File: src/include/lcdmx_pkg.sv
package lcdmx_pkg;

  // Timing
  localparam int SYS_CLK_HZ    = 50_000_000;
  localparam int OSC_DIV       = 64;
  localparam int FCLK_SLOW_HZ  = 3600;
  localparam int FCLK_FAST_HZ  = 5280;
  localparam int OSC_CYC_SLOW  = SYS_CLK_HZ / (FCLK_SLOW_HZ * OSC_DIV);
  localparam int OSC_CYC_FAST  = SYS_CLK_HZ / (FCLK_FAST_HZ * OSC_DIV);
  localparam int FRAME_PERIODS = 24;
  localparam int SLOT_LEN_STATIC = FRAME_PERIODS / 2;
  localparam int SLOT_LEN_MUX2   = FRAME_PERIODS / 4;
  localparam int SLOT_LEN_MUX3   = FRAME_PERIODS / 6;
  localparam int SLOT_LEN_MUX4   = FRAME_PERIODS / 8;
  localparam logic [4:0] FRAME_LAST    = 5'(FRAME_PERIODS - 1);
  localparam logic [5:0] OSC_DIV_LAST  = 6'(OSC_DIV - 1);

  // Sizes
  localparam int NUM_SEG = 80;
  localparam int NUM_BP  = 4;

  // Register map (byte addresses)
  localparam logic [7:0] REG_CTRL       = 8'h00;
  localparam logic [7:0] REG_STATUS     = 8'h04;
  localparam logic [3:0] RAM_ROW_FIRST  = 4'h1;
  localparam logic [3:0] RAM_ROW_LAST   = 4'h4;
  localparam logic [1:0] RAM_WORD_LAST  = 2'h2;

  // Control fields
  localparam int CTRL_EN_BIT   = 0;
  localparam int CTRL_MODE_LSB = 1;
  localparam int CTRL_BIAS_BIT = 3;

  // Status fields
  localparam int ST_EXT_BIT   = 0;
  localparam int ST_BP_LSB    = 1;
  localparam int ST_PHASE_BIT = 3;
  localparam int ST_POS_LSB   = 4;
  localparam int ST_EN_BIT    = 9;
  localparam int ST_MODE_LSB  = 10;
  localparam int ST_BIAS_BIT  = 12;

  // Electrode levels, fractions of the LCD supply
  typedef logic [1:0] lcdmx_lvl_t;
  localparam lcdmx_lvl_t LVL_VSS  = 2'h0;
  localparam lcdmx_lvl_t LVL_V1   = 2'h1;
  localparam lcdmx_lvl_t LVL_V2   = 2'h2;
  localparam lcdmx_lvl_t LVL_VLCD = 2'h3;

  typedef enum logic [1:0] {MODE_STATIC, MODE_MUX2, MODE_MUX3, MODE_MUX4} lcdmx_mode_t;
  typedef enum logic {PH_DRIVE, PH_INVERT} lcdmx_phase_t;

  typedef struct packed {
    logic        en;
    lcdmx_mode_t mode;
    logic        half_bias;
  } lcdmx_cfg_t;

  localparam lcdmx_cfg_t CFG_RESET = '{en: 1'b0, mode: MODE_MUX4, half_bias: 1'b0};

  typedef logic [NUM_SEG-1:0]             lcdmx_row_t;
  typedef lcdmx_lvl_t [NUM_BP-1:0]        lcdmx_bp_t;
  typedef lcdmx_lvl_t [NUM_SEG-1:0]       lcdmx_seg_t;

  typedef struct packed {
    logic        hsel;
    logic [31:0] haddr;
    logic [1:0]  htrans;
    logic        hwrite;
    logic [2:0]  hsize;
    logic        hready;
    logic [31:0] hwdata;
  } lcdmx_ahb_req_t;

  typedef struct packed {
    logic        hreadyout;
    logic        hresp;
    logic [31:0] hrdata;
  } lcdmx_ahb_rsp_t;

endpackage

File: src/lcdmx_clkgen.sv
module lcdmx_clkgen (
  // Clock and reset
  input  wire logic ref_clk,
  input  wire logic sys_rst,
  // Strap and clock pins
  input  wire logic osc_select,
  input  wire logic frame_rate_select,
  input  wire logic clk_pin_i,
  output logic      clk_pin_o,
  output logic      clk_pin_oe,
  // Timing clock
  output logic      clk_en,
  output logic      ext_mode
);
  localparam int PIN_OSC = 0;
  localparam int PIN_RATE = 1;
  localparam int PIN_CLK = 2;

  typedef struct packed {
    logic [2:0] s1;
    logic [2:0] s2;
    logic [2:0] s3;
    logic [2:0] st;
    logic [7:0] osc_cnt;
    logic [5:0] div;
    logic       en;
    logic       clk_out;
    logic       oe;
    logic [1:0] warm;
  } lcdmx_cg_state_t;

  lcdmx_cg_state_t q;
  lcdmx_cg_state_t d;
  logic [7:0]      osc_last;

  always_comb
  begin
    d = q;
    d.s1 = {clk_pin_i, frame_rate_select, osc_select};
    d.s2 = q.s1;
    d.s3 = q.s2;
    for (int i = 0; i < 3; i++)
    begin
      if (q.s2[i] == q.s3[i])
      begin
        d.st[i] = q.s3[i];
      end
    end
    osc_last = q.st[PIN_RATE] ? 8'(lcdmx_pkg::OSC_CYC_SLOW - 1)
                            : 8'(lcdmx_pkg::OSC_CYC_FAST - 1); // see RQ7
    d.en = 1'b0;
    if (q.warm != 2'h3)
    begin
      d.warm = q.warm + 2'h1;
    end
    if (q.st[PIN_OSC])
    begin
      d.oe      = 1'b0; // see RQ4
      d.osc_cnt = 8'h00;
      d.div     = 6'h00;
      d.clk_out = 1'b0;
      d.en      = d.st[PIN_CLK] && !q.st[PIN_CLK]; // see RQ2
    end
    else
    begin
      // Stay off the pin until the select strap has settled
      d.oe = (q.warm == 2'h3) && !d.st[PIN_OSC]; // see RQ3
      // Compare with >= so a rate change mid-count cannot overrun
      if (q.osc_cnt >= osc_last)
      begin
        d.osc_cnt = 8'h00;
        d.div     = q.div + 6'h01;
        d.en      = (q.div == lcdmx_pkg::OSC_DIV_LAST); // see RQ1
      end
      else
      begin
        d.osc_cnt = q.osc_cnt + 8'h01;
      end
      d.clk_out = d.div[5];
    end
  end

  always_ff @(posedge ref_clk or posedge sys_rst)
  begin
    if (sys_rst)
      q <= '0;
    else
      q <= d;
  end

  assign clk_en     = q.en;
  assign ext_mode   = q.st[PIN_OSC];
  assign clk_pin_o  = q.clk_out;
  assign clk_pin_oe = q.oe;

  // Cycles between two enables, only trusted over a quiet interval
  logic [15:0] gap_q;
  logic        gap_ok_q;
  always_ff @(posedge ref_clk or posedge sys_rst)
  begin
    if (sys_rst)
    begin
      gap_q    <= 16'h0000;
      gap_ok_q <= 1'b0;
    end
    else if (q.st[PIN_OSC] || (q.st[PIN_RATE] != d.st[PIN_RATE]))
    begin
      gap_q    <= 16'h0000;
      gap_ok_q <= 1'b0;
    end
    else if (q.en)
    begin
      gap_q    <= 16'h0000;
      gap_ok_q <= 1'b1;
    end
    else
    begin
      gap_q <= gap_q + 16'h0001;
    end
  end
endmodule

File: src/lcdmx_drive.sv
module lcdmx_drive (
  // Active configuration and sequence position
  input  lcdmx_pkg::lcdmx_cfg_t   cfg,
  input  wire logic [1:0]         bp_idx,
  input  lcdmx_pkg::lcdmx_phase_t phase,
  input  lcdmx_pkg::lcdmx_row_t   disp,
  // Electrode levels
  output lcdmx_pkg::lcdmx_bp_t    bp_lvl,
  output lcdmx_pkg::lcdmx_seg_t   seg_lvl
);
  logic inv;
  logic third;
  assign inv   = (phase == lcdmx_pkg::PH_INVERT);
  assign third = !cfg.half_bias && (cfg.mode != lcdmx_pkg::MODE_STATIC);

  // Which time slot a physical backplane answers to
  function automatic logic [1:0] bp_slot(input int j, input lcdmx_pkg::lcdmx_mode_t m);
    logic [1:0] jj;
    jj = 2'(j);
    case (m)
      lcdmx_pkg::MODE_STATIC: bp_slot = 2'h0;
      lcdmx_pkg::MODE_MUX2:   bp_slot = {1'b0, jj[0]};
      lcdmx_pkg::MODE_MUX3:   bp_slot = (jj == 2'h3) ? 2'h1 : jj; // see RQ21
      default:                bp_slot = jj;
    endcase
  endfunction

  for (genvar j = 0; j < lcdmx_pkg::NUM_BP; j++)
  begin : g_bp
    always_comb
    begin
      if (!cfg.en)
        bp_lvl[j] = lcdmx_pkg::LVL_VSS; // see RQ24
      else if (bp_slot(j, cfg.mode) == bp_idx)
        bp_lvl[j] = inv ? lcdmx_pkg::LVL_VSS : lcdmx_pkg::LVL_VLCD; // see RQ9, RQ12, RQ13
      else if (third)
        bp_lvl[j] = inv ? lcdmx_pkg::LVL_V2 : lcdmx_pkg::LVL_V1; // see RQ10
      else
        bp_lvl[j] = lcdmx_pkg::LVL_V1; // see RQ10, RQ14
    end
  end

  // Static and half bias share one segment pattern
  for (genvar s = 0; s < lcdmx_pkg::NUM_SEG; s++)
  begin : g_seg
    always_comb
    begin
      if (!cfg.en)
        seg_lvl[s] = lcdmx_pkg::LVL_VSS; // see RQ24
      else if (third)
        seg_lvl[s] = disp[s] ? (inv ? lcdmx_pkg::LVL_VLCD : lcdmx_pkg::LVL_VSS)
                             : (inv ? lcdmx_pkg::LVL_V1 : lcdmx_pkg::LVL_V2); // see RQ17, RQ20
      else
        seg_lvl[s] = (disp[s] ^ inv) ? lcdmx_pkg::LVL_VSS : lcdmx_pkg::LVL_VLCD; // see RQ17, RQ20
    end
  end
endmodule

File: src/lcdmx_top.sv
// Overview of operation
// RQ1 - Internal oscillator divided by 64 times everything
// RQ2 - External clock used undivided as timing clock
// RQ3 - Select low: oscillator on, clock pin drives
// RQ4 - Select high: clock pin is timing input
// RQ5 - System keeps a clock running at all times
// RQ6 - One frame per 24 timing clock periods
// RQ7 - Rate pin picks 3600 or 5280 Hz clock
// RQ8 - Levels follow the last loaded drive configuration
// RQ9 - Static mode: one backplane, two levels
// RQ10 - Two backplanes: half or third bias
// RQ11 - Half bias closes the divider bypass switch
// RQ12 - Three backplanes sequenced at third bias
// RQ13 - Four backplanes sequenced at third bias
// RQ14 - Half bias also allowed with three, four
// RQ15 - Frame timing moves RAM data to segments
// RQ16 - Display register steady during its backplane slot
// RQ17 - Segment level from phase and register bit
// RQ18 - Cascade link keeps all chips' frames aligned
// RQ19 - RAM row n pairs with backplane n
// RQ20 - One turns element on, zero leaves off
// RQ21 - Three backplanes: fourth copies the second
// RQ22 - Content shown only once enable is set
// RQ23 - Equal slots, each phase paired with inverse
// RQ24 - Disabled: all electrodes at zero voltage
module lcdmx_top (
  // Clock and reset
  input  wire logic                 ref_clk,
  input  wire logic                 sys_rst,
  // Register bus
  input  lcdmx_pkg::lcdmx_ahb_req_t ahb_req,
  output lcdmx_pkg::lcdmx_ahb_rsp_t ahb_rsp,
  // Strap pins
  input  wire logic                 osc_select,
  input  wire logic                 frame_rate_select,
  // Clock pin
  input  wire logic                 clk_pin_i,
  output logic                      clk_pin_o,
  output logic                      clk_pin_oe,
  // Cascade link, open drain
  input  wire logic                 sync_i,
  output logic                      sync_o,
  output logic                      sync_oe,
  // Panel
  output lcdmx_pkg::lcdmx_bp_t      backplane_outputs,
  output lcdmx_pkg::lcdmx_seg_t     segment_outputs,
  output logic                      bias_bypass
);

  typedef struct packed {
    lcdmx_pkg::lcdmx_cfg_t                          cfg_sh;
    lcdmx_pkg::lcdmx_cfg_t                          act;
    lcdmx_pkg::lcdmx_row_t [lcdmx_pkg::NUM_BP-1:0]  ram;
    lcdmx_pkg::lcdmx_row_t                          disp;
    logic [4:0]                                     pos;
    logic [3:0]                                     slot;
    logic [1:0]                                     bp;
    lcdmx_pkg::lcdmx_phase_t                        phase;
    logic [2:0]                                     sy;
    logic                                           sy_st;
    logic                                           sync_oe;
    logic                                           bypass;
    lcdmx_pkg::lcdmx_bp_t                           bp_out;
    lcdmx_pkg::lcdmx_seg_t                          seg_out;
    logic                                           wr_pend;
    logic [7:0]                                     addr;
    logic [31:0]                                    rdata;
    logic                                           ready;
  } lcdmx_state_t;

  lcdmx_state_t          q;
  lcdmx_state_t          d;
  logic                  clk_en;
  logic                  ext_mode;
  logic                  accept;
  logic                  sync_fall;
  logic                  realign;
  logic                  slot_load;
  lcdmx_pkg::lcdmx_bp_t  bp_w;
  lcdmx_pkg::lcdmx_seg_t seg_w;

  lcdmx_clkgen u_clkgen (
    .ref_clk           (ref_clk),
    .sys_rst           (sys_rst),
    .osc_select        (osc_select),
    .frame_rate_select (frame_rate_select),
    .clk_pin_i         (clk_pin_i),
    .clk_pin_o         (clk_pin_o),
    .clk_pin_oe        (clk_pin_oe),
    .clk_en            (clk_en),
    .ext_mode          (ext_mode)
  );

  lcdmx_drive u_drive (
    .cfg     (q.act),
    .bp_idx  (q.bp),
    .phase   (q.phase),
    .disp    (q.disp),
    .bp_lvl  (bp_w),
    .seg_lvl (seg_w)
  );

  function automatic logic [3:0] slot_last(input lcdmx_pkg::lcdmx_mode_t m);
    case (m)
      lcdmx_pkg::MODE_STATIC: slot_last = 4'(lcdmx_pkg::SLOT_LEN_STATIC - 1);
      lcdmx_pkg::MODE_MUX2:   slot_last = 4'(lcdmx_pkg::SLOT_LEN_MUX2 - 1);
      lcdmx_pkg::MODE_MUX3:   slot_last = 4'(lcdmx_pkg::SLOT_LEN_MUX3 - 1);
      default:                slot_last = 4'(lcdmx_pkg::SLOT_LEN_MUX4 - 1);
    endcase
  endfunction

  function automatic logic ram_hit(input logic [7:0] a);
    ram_hit = (a[7:4] >= lcdmx_pkg::RAM_ROW_FIRST) && (a[7:4] <= lcdmx_pkg::RAM_ROW_LAST)
              && (a[3:2] <= lcdmx_pkg::RAM_WORD_LAST) && (a[1:0] == 2'h0);
  endfunction

  function automatic logic [1:0] ram_row(input logic [7:0] a);
    ram_row = 2'(a[7:4] - lcdmx_pkg::RAM_ROW_FIRST);
  endfunction

  function automatic logic [31:0] reg_read(input logic [7:0] a, input lcdmx_state_t s,
                                           input logic ext);
    logic [31:0] v;
    lcdmx_pkg::lcdmx_row_t r;
    v = 32'h0000_0000;
    r = s.ram[ram_row(a)];
    if (a == lcdmx_pkg::REG_CTRL)
    begin
      v[lcdmx_pkg::CTRL_EN_BIT]                = s.cfg_sh.en;
      v[lcdmx_pkg::CTRL_MODE_LSB +: 2]         = s.cfg_sh.mode;
      v[lcdmx_pkg::CTRL_BIAS_BIT]              = s.cfg_sh.half_bias;
    end
    else if (a == lcdmx_pkg::REG_STATUS)
    begin
      v[lcdmx_pkg::ST_EXT_BIT]                 = ext;
      v[lcdmx_pkg::ST_BP_LSB +: 2]             = s.bp;
      v[lcdmx_pkg::ST_PHASE_BIT]               = (s.phase == lcdmx_pkg::PH_INVERT);
      v[lcdmx_pkg::ST_POS_LSB +: 5]            = s.pos;
      v[lcdmx_pkg::ST_EN_BIT]                  = s.act.en;
      v[lcdmx_pkg::ST_MODE_LSB +: 2]           = s.act.mode;
      v[lcdmx_pkg::ST_BIAS_BIT]                = s.act.half_bias;
    end
    else if (ram_hit(a))
    begin
      if (a[3:2] == 2'h0)
        v = r[31:0];
      else if (a[3:2] == 2'h1)
        v = r[63:32];
      else
        v[15:0] = r[79:64];
    end
    reg_read = v;
  endfunction

  always_comb
  begin
    d = q;

    // Register bus: writes land in the data phase
    if (q.wr_pend)
    begin
      if (q.addr == lcdmx_pkg::REG_CTRL)
      begin
        d.cfg_sh.en        = ahb_req.hwdata[lcdmx_pkg::CTRL_EN_BIT];
        d.cfg_sh.mode      = lcdmx_pkg::lcdmx_mode_t'(ahb_req.hwdata[lcdmx_pkg::CTRL_MODE_LSB +: 2]);
        d.cfg_sh.half_bias = ahb_req.hwdata[lcdmx_pkg::CTRL_BIAS_BIT];
      end
      else if (ram_hit(q.addr))
      begin
        if (q.addr[3:2] == 2'h0)
          d.ram[ram_row(q.addr)][31:0] = ahb_req.hwdata;
        else if (q.addr[3:2] == 2'h1)
          d.ram[ram_row(q.addr)][63:32] = ahb_req.hwdata;
        else
          d.ram[ram_row(q.addr)][79:64] = ahb_req.hwdata[15:0];
      end
    end
    accept    = ahb_req.hsel && ahb_req.htrans[1] && ahb_req.hready;
    d.ready   = 1'b1;
    d.wr_pend = accept && ahb_req.hwrite && (ahb_req.haddr[31:8] == 24'h000000);
    d.addr    = ahb_req.haddr[7:0];
    // Read from the next state so a write just before is seen
    if (accept && !ahb_req.hwrite && (ahb_req.haddr[31:8] == 24'h000000))
      d.rdata = reg_read(ahb_req.haddr[7:0], d, ext_mode);
    else
      d.rdata = 32'h0000_0000;

    // Cascade link input, settled when the last two stages agree
    d.sy = {q.sy[1:0], sync_i};
    if (q.sy[1] == q.sy[2])
      d.sy_st = q.sy[2];
    sync_fall = q.sy_st && (q.sy[1] == q.sy[2]) && !q.sy[2];
    realign   = sync_fall && (q.pos != 5'h00); // see RQ18

    // Frame sequencer
    slot_load = 1'b0;
    if (realign || (clk_en && (q.pos == lcdmx_pkg::FRAME_LAST))) // see RQ6
    begin
      d.pos     = 5'h00;
      d.slot    = 4'h0;
      d.bp      = 2'h0;
      d.phase   = lcdmx_pkg::PH_DRIVE;
      d.act     = q.cfg_sh; // see RQ8, RQ22
      slot_load = 1'b1;
    end
    else if (clk_en)
    begin
      d.pos = q.pos + 5'h01;
      if (q.slot == slot_last(q.act.mode))
      begin
        d.slot    = 4'h0;
        slot_load = 1'b1;
        if (q.bp == 2'(q.act.mode))
        begin
          // First half drives, second half repeats inverted
          d.bp    = 2'h0;
          d.phase = lcdmx_pkg::PH_INVERT; // see RQ23
        end
        else
        begin
          d.bp = q.bp + 2'h1;
        end
      end
      else
      begin
        d.slot = q.slot + 4'h1;
      end
    end
    // Row latched only at slot start, held for the whole slot
    if (slot_load)
      d.disp = q.ram[d.bp]; // see RQ15, RQ16, RQ19

    d.sync_oe = (q.pos == 5'h00); // see RQ18
    d.bypass  = q.act.half_bias && (q.act.mode != lcdmx_pkg::MODE_STATIC); // see RQ11, RQ14
    d.bp_out  = bp_w;
    d.seg_out = seg_w;
  end

  always_ff @(posedge ref_clk or posedge sys_rst)
  begin
    if (sys_rst)
    begin
      q        <= '0;
      q.cfg_sh <= lcdmx_pkg::CFG_RESET;
      q.act    <= lcdmx_pkg::CFG_RESET;
      q.sy     <= 3'h7;
      q.sy_st  <= 1'b1;
    end
    else
    begin
      q <= d;
    end
  end

  assign ahb_rsp.hreadyout = q.ready;
  assign ahb_rsp.hresp     = 1'b0;
  assign ahb_rsp.hrdata    = q.rdata;
  assign sync_o            = 1'b0;
  assign sync_oe           = q.sync_oe;
  assign bias_bypass       = q.bypass;
  assign backplane_outputs = q.bp_out;
  assign segment_outputs   = q.seg_out;
endmodule

File: config.mk
export PLATFORM = sky130hd
export DESIGN_NAME = lcdmx_top
export DESIGN_NICKNAME = d
export VERILOG_FILES = /design/src/include/lcdmx_pkg.sv /design/src/lcdmx_clkgen.sv /design/src/lcdmx_drive.sv /design/src/lcdmx_top.sv
export SDC_FILE = /design/constraint.sdc
export NUM_CORES = 1
export LEC_CHECK = 0
export ABC_AREA = 1
export BUFFER_PORTS_ARGS = -buffer_cell sky130_fd_sc_hd__buf_4
export CAP_MARGIN = 40
export CORE_MARGIN = 2
export CORE_UTILIZATION = 50
export DETAILED_ROUTE_END_ITERATION = 10
export HOLD_SLACK_MARGIN = 0.15
export PLACE_DENSITY = 0.75
export SYNTH_ARGS = -nofsm -noshare
export SYNTH_HDL_FRONTEND = slang
export SYNTH_HIERARCHICAL = 1
export SYNTH_SLANG_ARGS = --single-unit
File: constraint.sdc
create_clock -name ref_clk -period 22.6 [get_ports ref_clk]
set_clock_uncertainty 0.2 [all_clocks]
set_input_delay 2.26 -clock ref_clk [delete_from_list [all_inputs] [get_ports ref_clk]]
set_output_delay 2.26 -clock ref_clk [all_outputs]
set_load 0.02 [all_outputs]
==> reports/qor.csv <==
metric,value,unit
outcome,completed,
critical path startpoint category,input port,
maximum fanout along the worst path,73,
fmax,178,MHz
post-synthesis mux area share,0.0330,%
CP Capture Type,flip-flop,
Initial Utilization,50.7,%
sequential share of the synthesized area,48.8,%
Bufs on Longest Clock Path,3,
DR pass1 iterations,8,
DR vias,28400,
"most common cell after layout, fill and taps aside",nand2_1,
Worst Tran Pin Value,1.16,ns
"Clk Latency, worst-skew pair",0.62,ns
Hold WC Path Type,flip-flop to flip-flop,
clock period minus worst slack,5.61,ns
R2R setup slack,17.52,ns
Hold Path Origin,u_clkgen/d[27]$_DFF_PP0_,
Num Clock Sinks,666,
Die Area,70400,sq um
Stages on worst setup path,12,
Root Buffer,clkbuf_16,
Placement Rows,95,
"Reg clk slew, reported paths",0.06,ns
Yosys reg bits,666,
Hold Path End,u_clkgen/d[24]$_DFF_PP0_,
"delay-heaviest family, CP",buffers and inverters,
"leading cell types in the layout, fill and taps excluded","nand2_1, dfrtp_1, inv_1",
CTS resizes,0,
area share of fa/ha/maj cells after synthesis,0.462,%
post-DR wirelength/cell,18.5,um
r2r worst-path depth,13,
Die Span Y,265,um
simple-gate share of the synthesized area,27.4,%
Post-synth EDFFs,0,
endpoints failing setup,0,
Sum Neg Setup Slack,0,ns
Cell Pwr Density,116,nW/um^2
Port Buffers,278,
fin crit share,24.8,%
WP data required,22.89,ns
gpl congestion,0.880,
max_cap viols,0,
Num CTS Buffers,74,
synth unique cells,45,
worst path cell trace,buf_4 -> buf_12 -> inv_4 -> ha_2 -> nand2_1 -> nor3_1 -> buf_4 -> inv_1 -> nand2_1 -> nor2_1 -> inv_2 -> a21oi_1,
xor/xnor cell area share of the yosys netlist,2.41,%
Synth Flop Type,dfrtp_1,
"antenna viol nets, final",0,
Critical Path AT,5.91,ns
Synth Cell Area,34200,sq um
CTS H-tree lvls,3,
area delta synth->final,10.9,%
share of layout cells above drive strength 1,11.8,%
Max VDD drop,75.2,uV
hold buffer count at CTS,0,
largest net degree at the start of global routing,185,
"slowest stage delay, CP",0.61,ns
Overflow after GRT,0,
CTS tree,built,
Chip Width,265,um
share of flip-flops with an asynchronous set or reset,100,%
slowest library cell on the worst path,nor2_1,
DP Wirelength,61800,um
Leak,0.0214,uW
Tot GR Track Use,27.6,%
RSZ-0062 raised after global routing,no,
Compound-Gate Fraction of Synth Area,7.41,%
Hold Crit Depth,0,
core area,67400,sq um
number of global-route vias before repair,27100,
CP Buf/Inv Count,6,
postcts setup bufs,0,
IO Count,285,
initial antenna violation count,7,
slew margin rel.,22.6,%
r2r endpoint,ahb_rsp[0]$_DFF_PP0_,
Slew Limit Fails,0,
RR Startpoint,q[34]$_DFF_PP0_,
Mapped Avg Cell Area,7.80,sq um
Via density,5.39,
Crit Path Class,input port to flip-flop,
DRC violation count after routing,0,
Final Hold Fails,0,
drt total wl,97500,um
total power,4380,uW
drt first-iter violations,2960,
"Core Util, Final",56.2,%
global-route wire length before repair,152000,um
diode count,0,
largest family of logic cells by synthesized area,simple AND/OR/NAND/NOR gates,
post-synthesis cell count,4381,
Final nets,4429,
Yosys warning count,6,
[state kept, by name, summed over array words and instances (netlist names), 2 cells and up]
| register | flops |
|---|---|
| backplane_outputs | 8 |
| u_clkgen/d | 6 |
| ahb_rsp | 33 |
| q | 431 |
| d | 2 |
| u_clkgen/q | 21 |
| segment_outputs | 160 |
[where the power goes]
| group | switching, uW | internal, uW | leakage (uW) | total [uW] |
|---|---|---|---|---|
| Clock | 489 | 747 | 0.00123 | 1240 |
| Combinational | 1080 | 536 | 0.0123 | 1620 |
| Sequential | 117 | 1410 | 0.00787 | 1530 |
| Total | 1690 | 2700 | 0.0214 | 4380 |
[stage by stage]
step                setup slack, ns  std cells  instance area (sq um)  hold slack (ns)
floorplan                      2.34       4382                  34200            0.131
finish                        16.99       5266                  37900            0.151
global placement              16.19       5122                  35000            0.135
global route                  16.98       5266                  37900            0.154
detailed placement            16.47       5137                  35400            0.137
CTS                           17.11       5266                  37900            0.151
[worst max-delay path by stage]
stage / from / end / slack, ns
2_1_floorplan: sys_rst / ahb_rsp[0]$_DFF_PP0_ / 2.34
3_3_place_gp: ahb_req[43] / ahb_rsp[24]$_DFF_PP0_ / 16.19
3_5_place_dp: ahb_req[43] / ahb_rsp[24]$_DFF_PP0_ / 16.47
4_1_cts: ahb_req[43] / ahb_rsp[24]$_DFF_PP0_ / 17.11
5_1_grt: ahb_req[43] / ahb_rsp[24]$_DFF_PP0_ / 16.98
6_report: ahb_req[43] / ahb_rsp[24]$_DFF_PP0_ / 16.99
[area by class of cell]
class / count / area (sq um)
Clock inverter: 27 / 332
Tap cell: 873 / 1090
Timing Repair Buffer: 337 / 2770
Clock buffer: 102 / 2160
Inverter: 512 / 1930
Sequential cell: 666 / 16700
Multi-Input combinational cell: 2749 / 12900
Fill cell: 6073 / 29500
[layer usage]
| metal | track usage (%) | share of wire (%) | vias up |
|---|---|---|---|
| met5 | 0 | 0.085 | - |
| met4 | 10.1 | 3.1 | 14 |
| met3 | 6.73 | 11 | 216 |
| met2 | 42.5 | 45 | 1284 |
| met1 | 38.0 | 41 | 13400 |
| li1 | - | - | 13500 |
[kinds of logic after synthesis]
logic type	count (synthesis)
multiplexers	1
other	2
XOR/XNOR	94
flip-flops	666
adder cells (fa/ha/maj)	13
buffers and inverters	967
AO/OA/AOI/OAI	469
AND/OR/NAND/NOR	2169
[synth_stat cells, drive strengths merged (11+ instances only)]
library cell | count | area [sq um]
a21oi | 125 | 637
nand2 | 1354 | 5110
nand3 | 464 | 2390
and2 | 57 | 357
o21a | 21 | 158
nor3 | 13 | 96.4
dfrtp | 658 | 16500
o211ai | 37 | 278
clkbuf | 100 | 377
buf | 355 | 2300
nor2 | 167 | 669
o21ai | 282 | 1420
inv | 505 | 1900
ha | 11 | 138
nand4 | 106 | 669
xnor2 | 86 | 753
No activity file was read; power rests on OpenSTA's default activity.
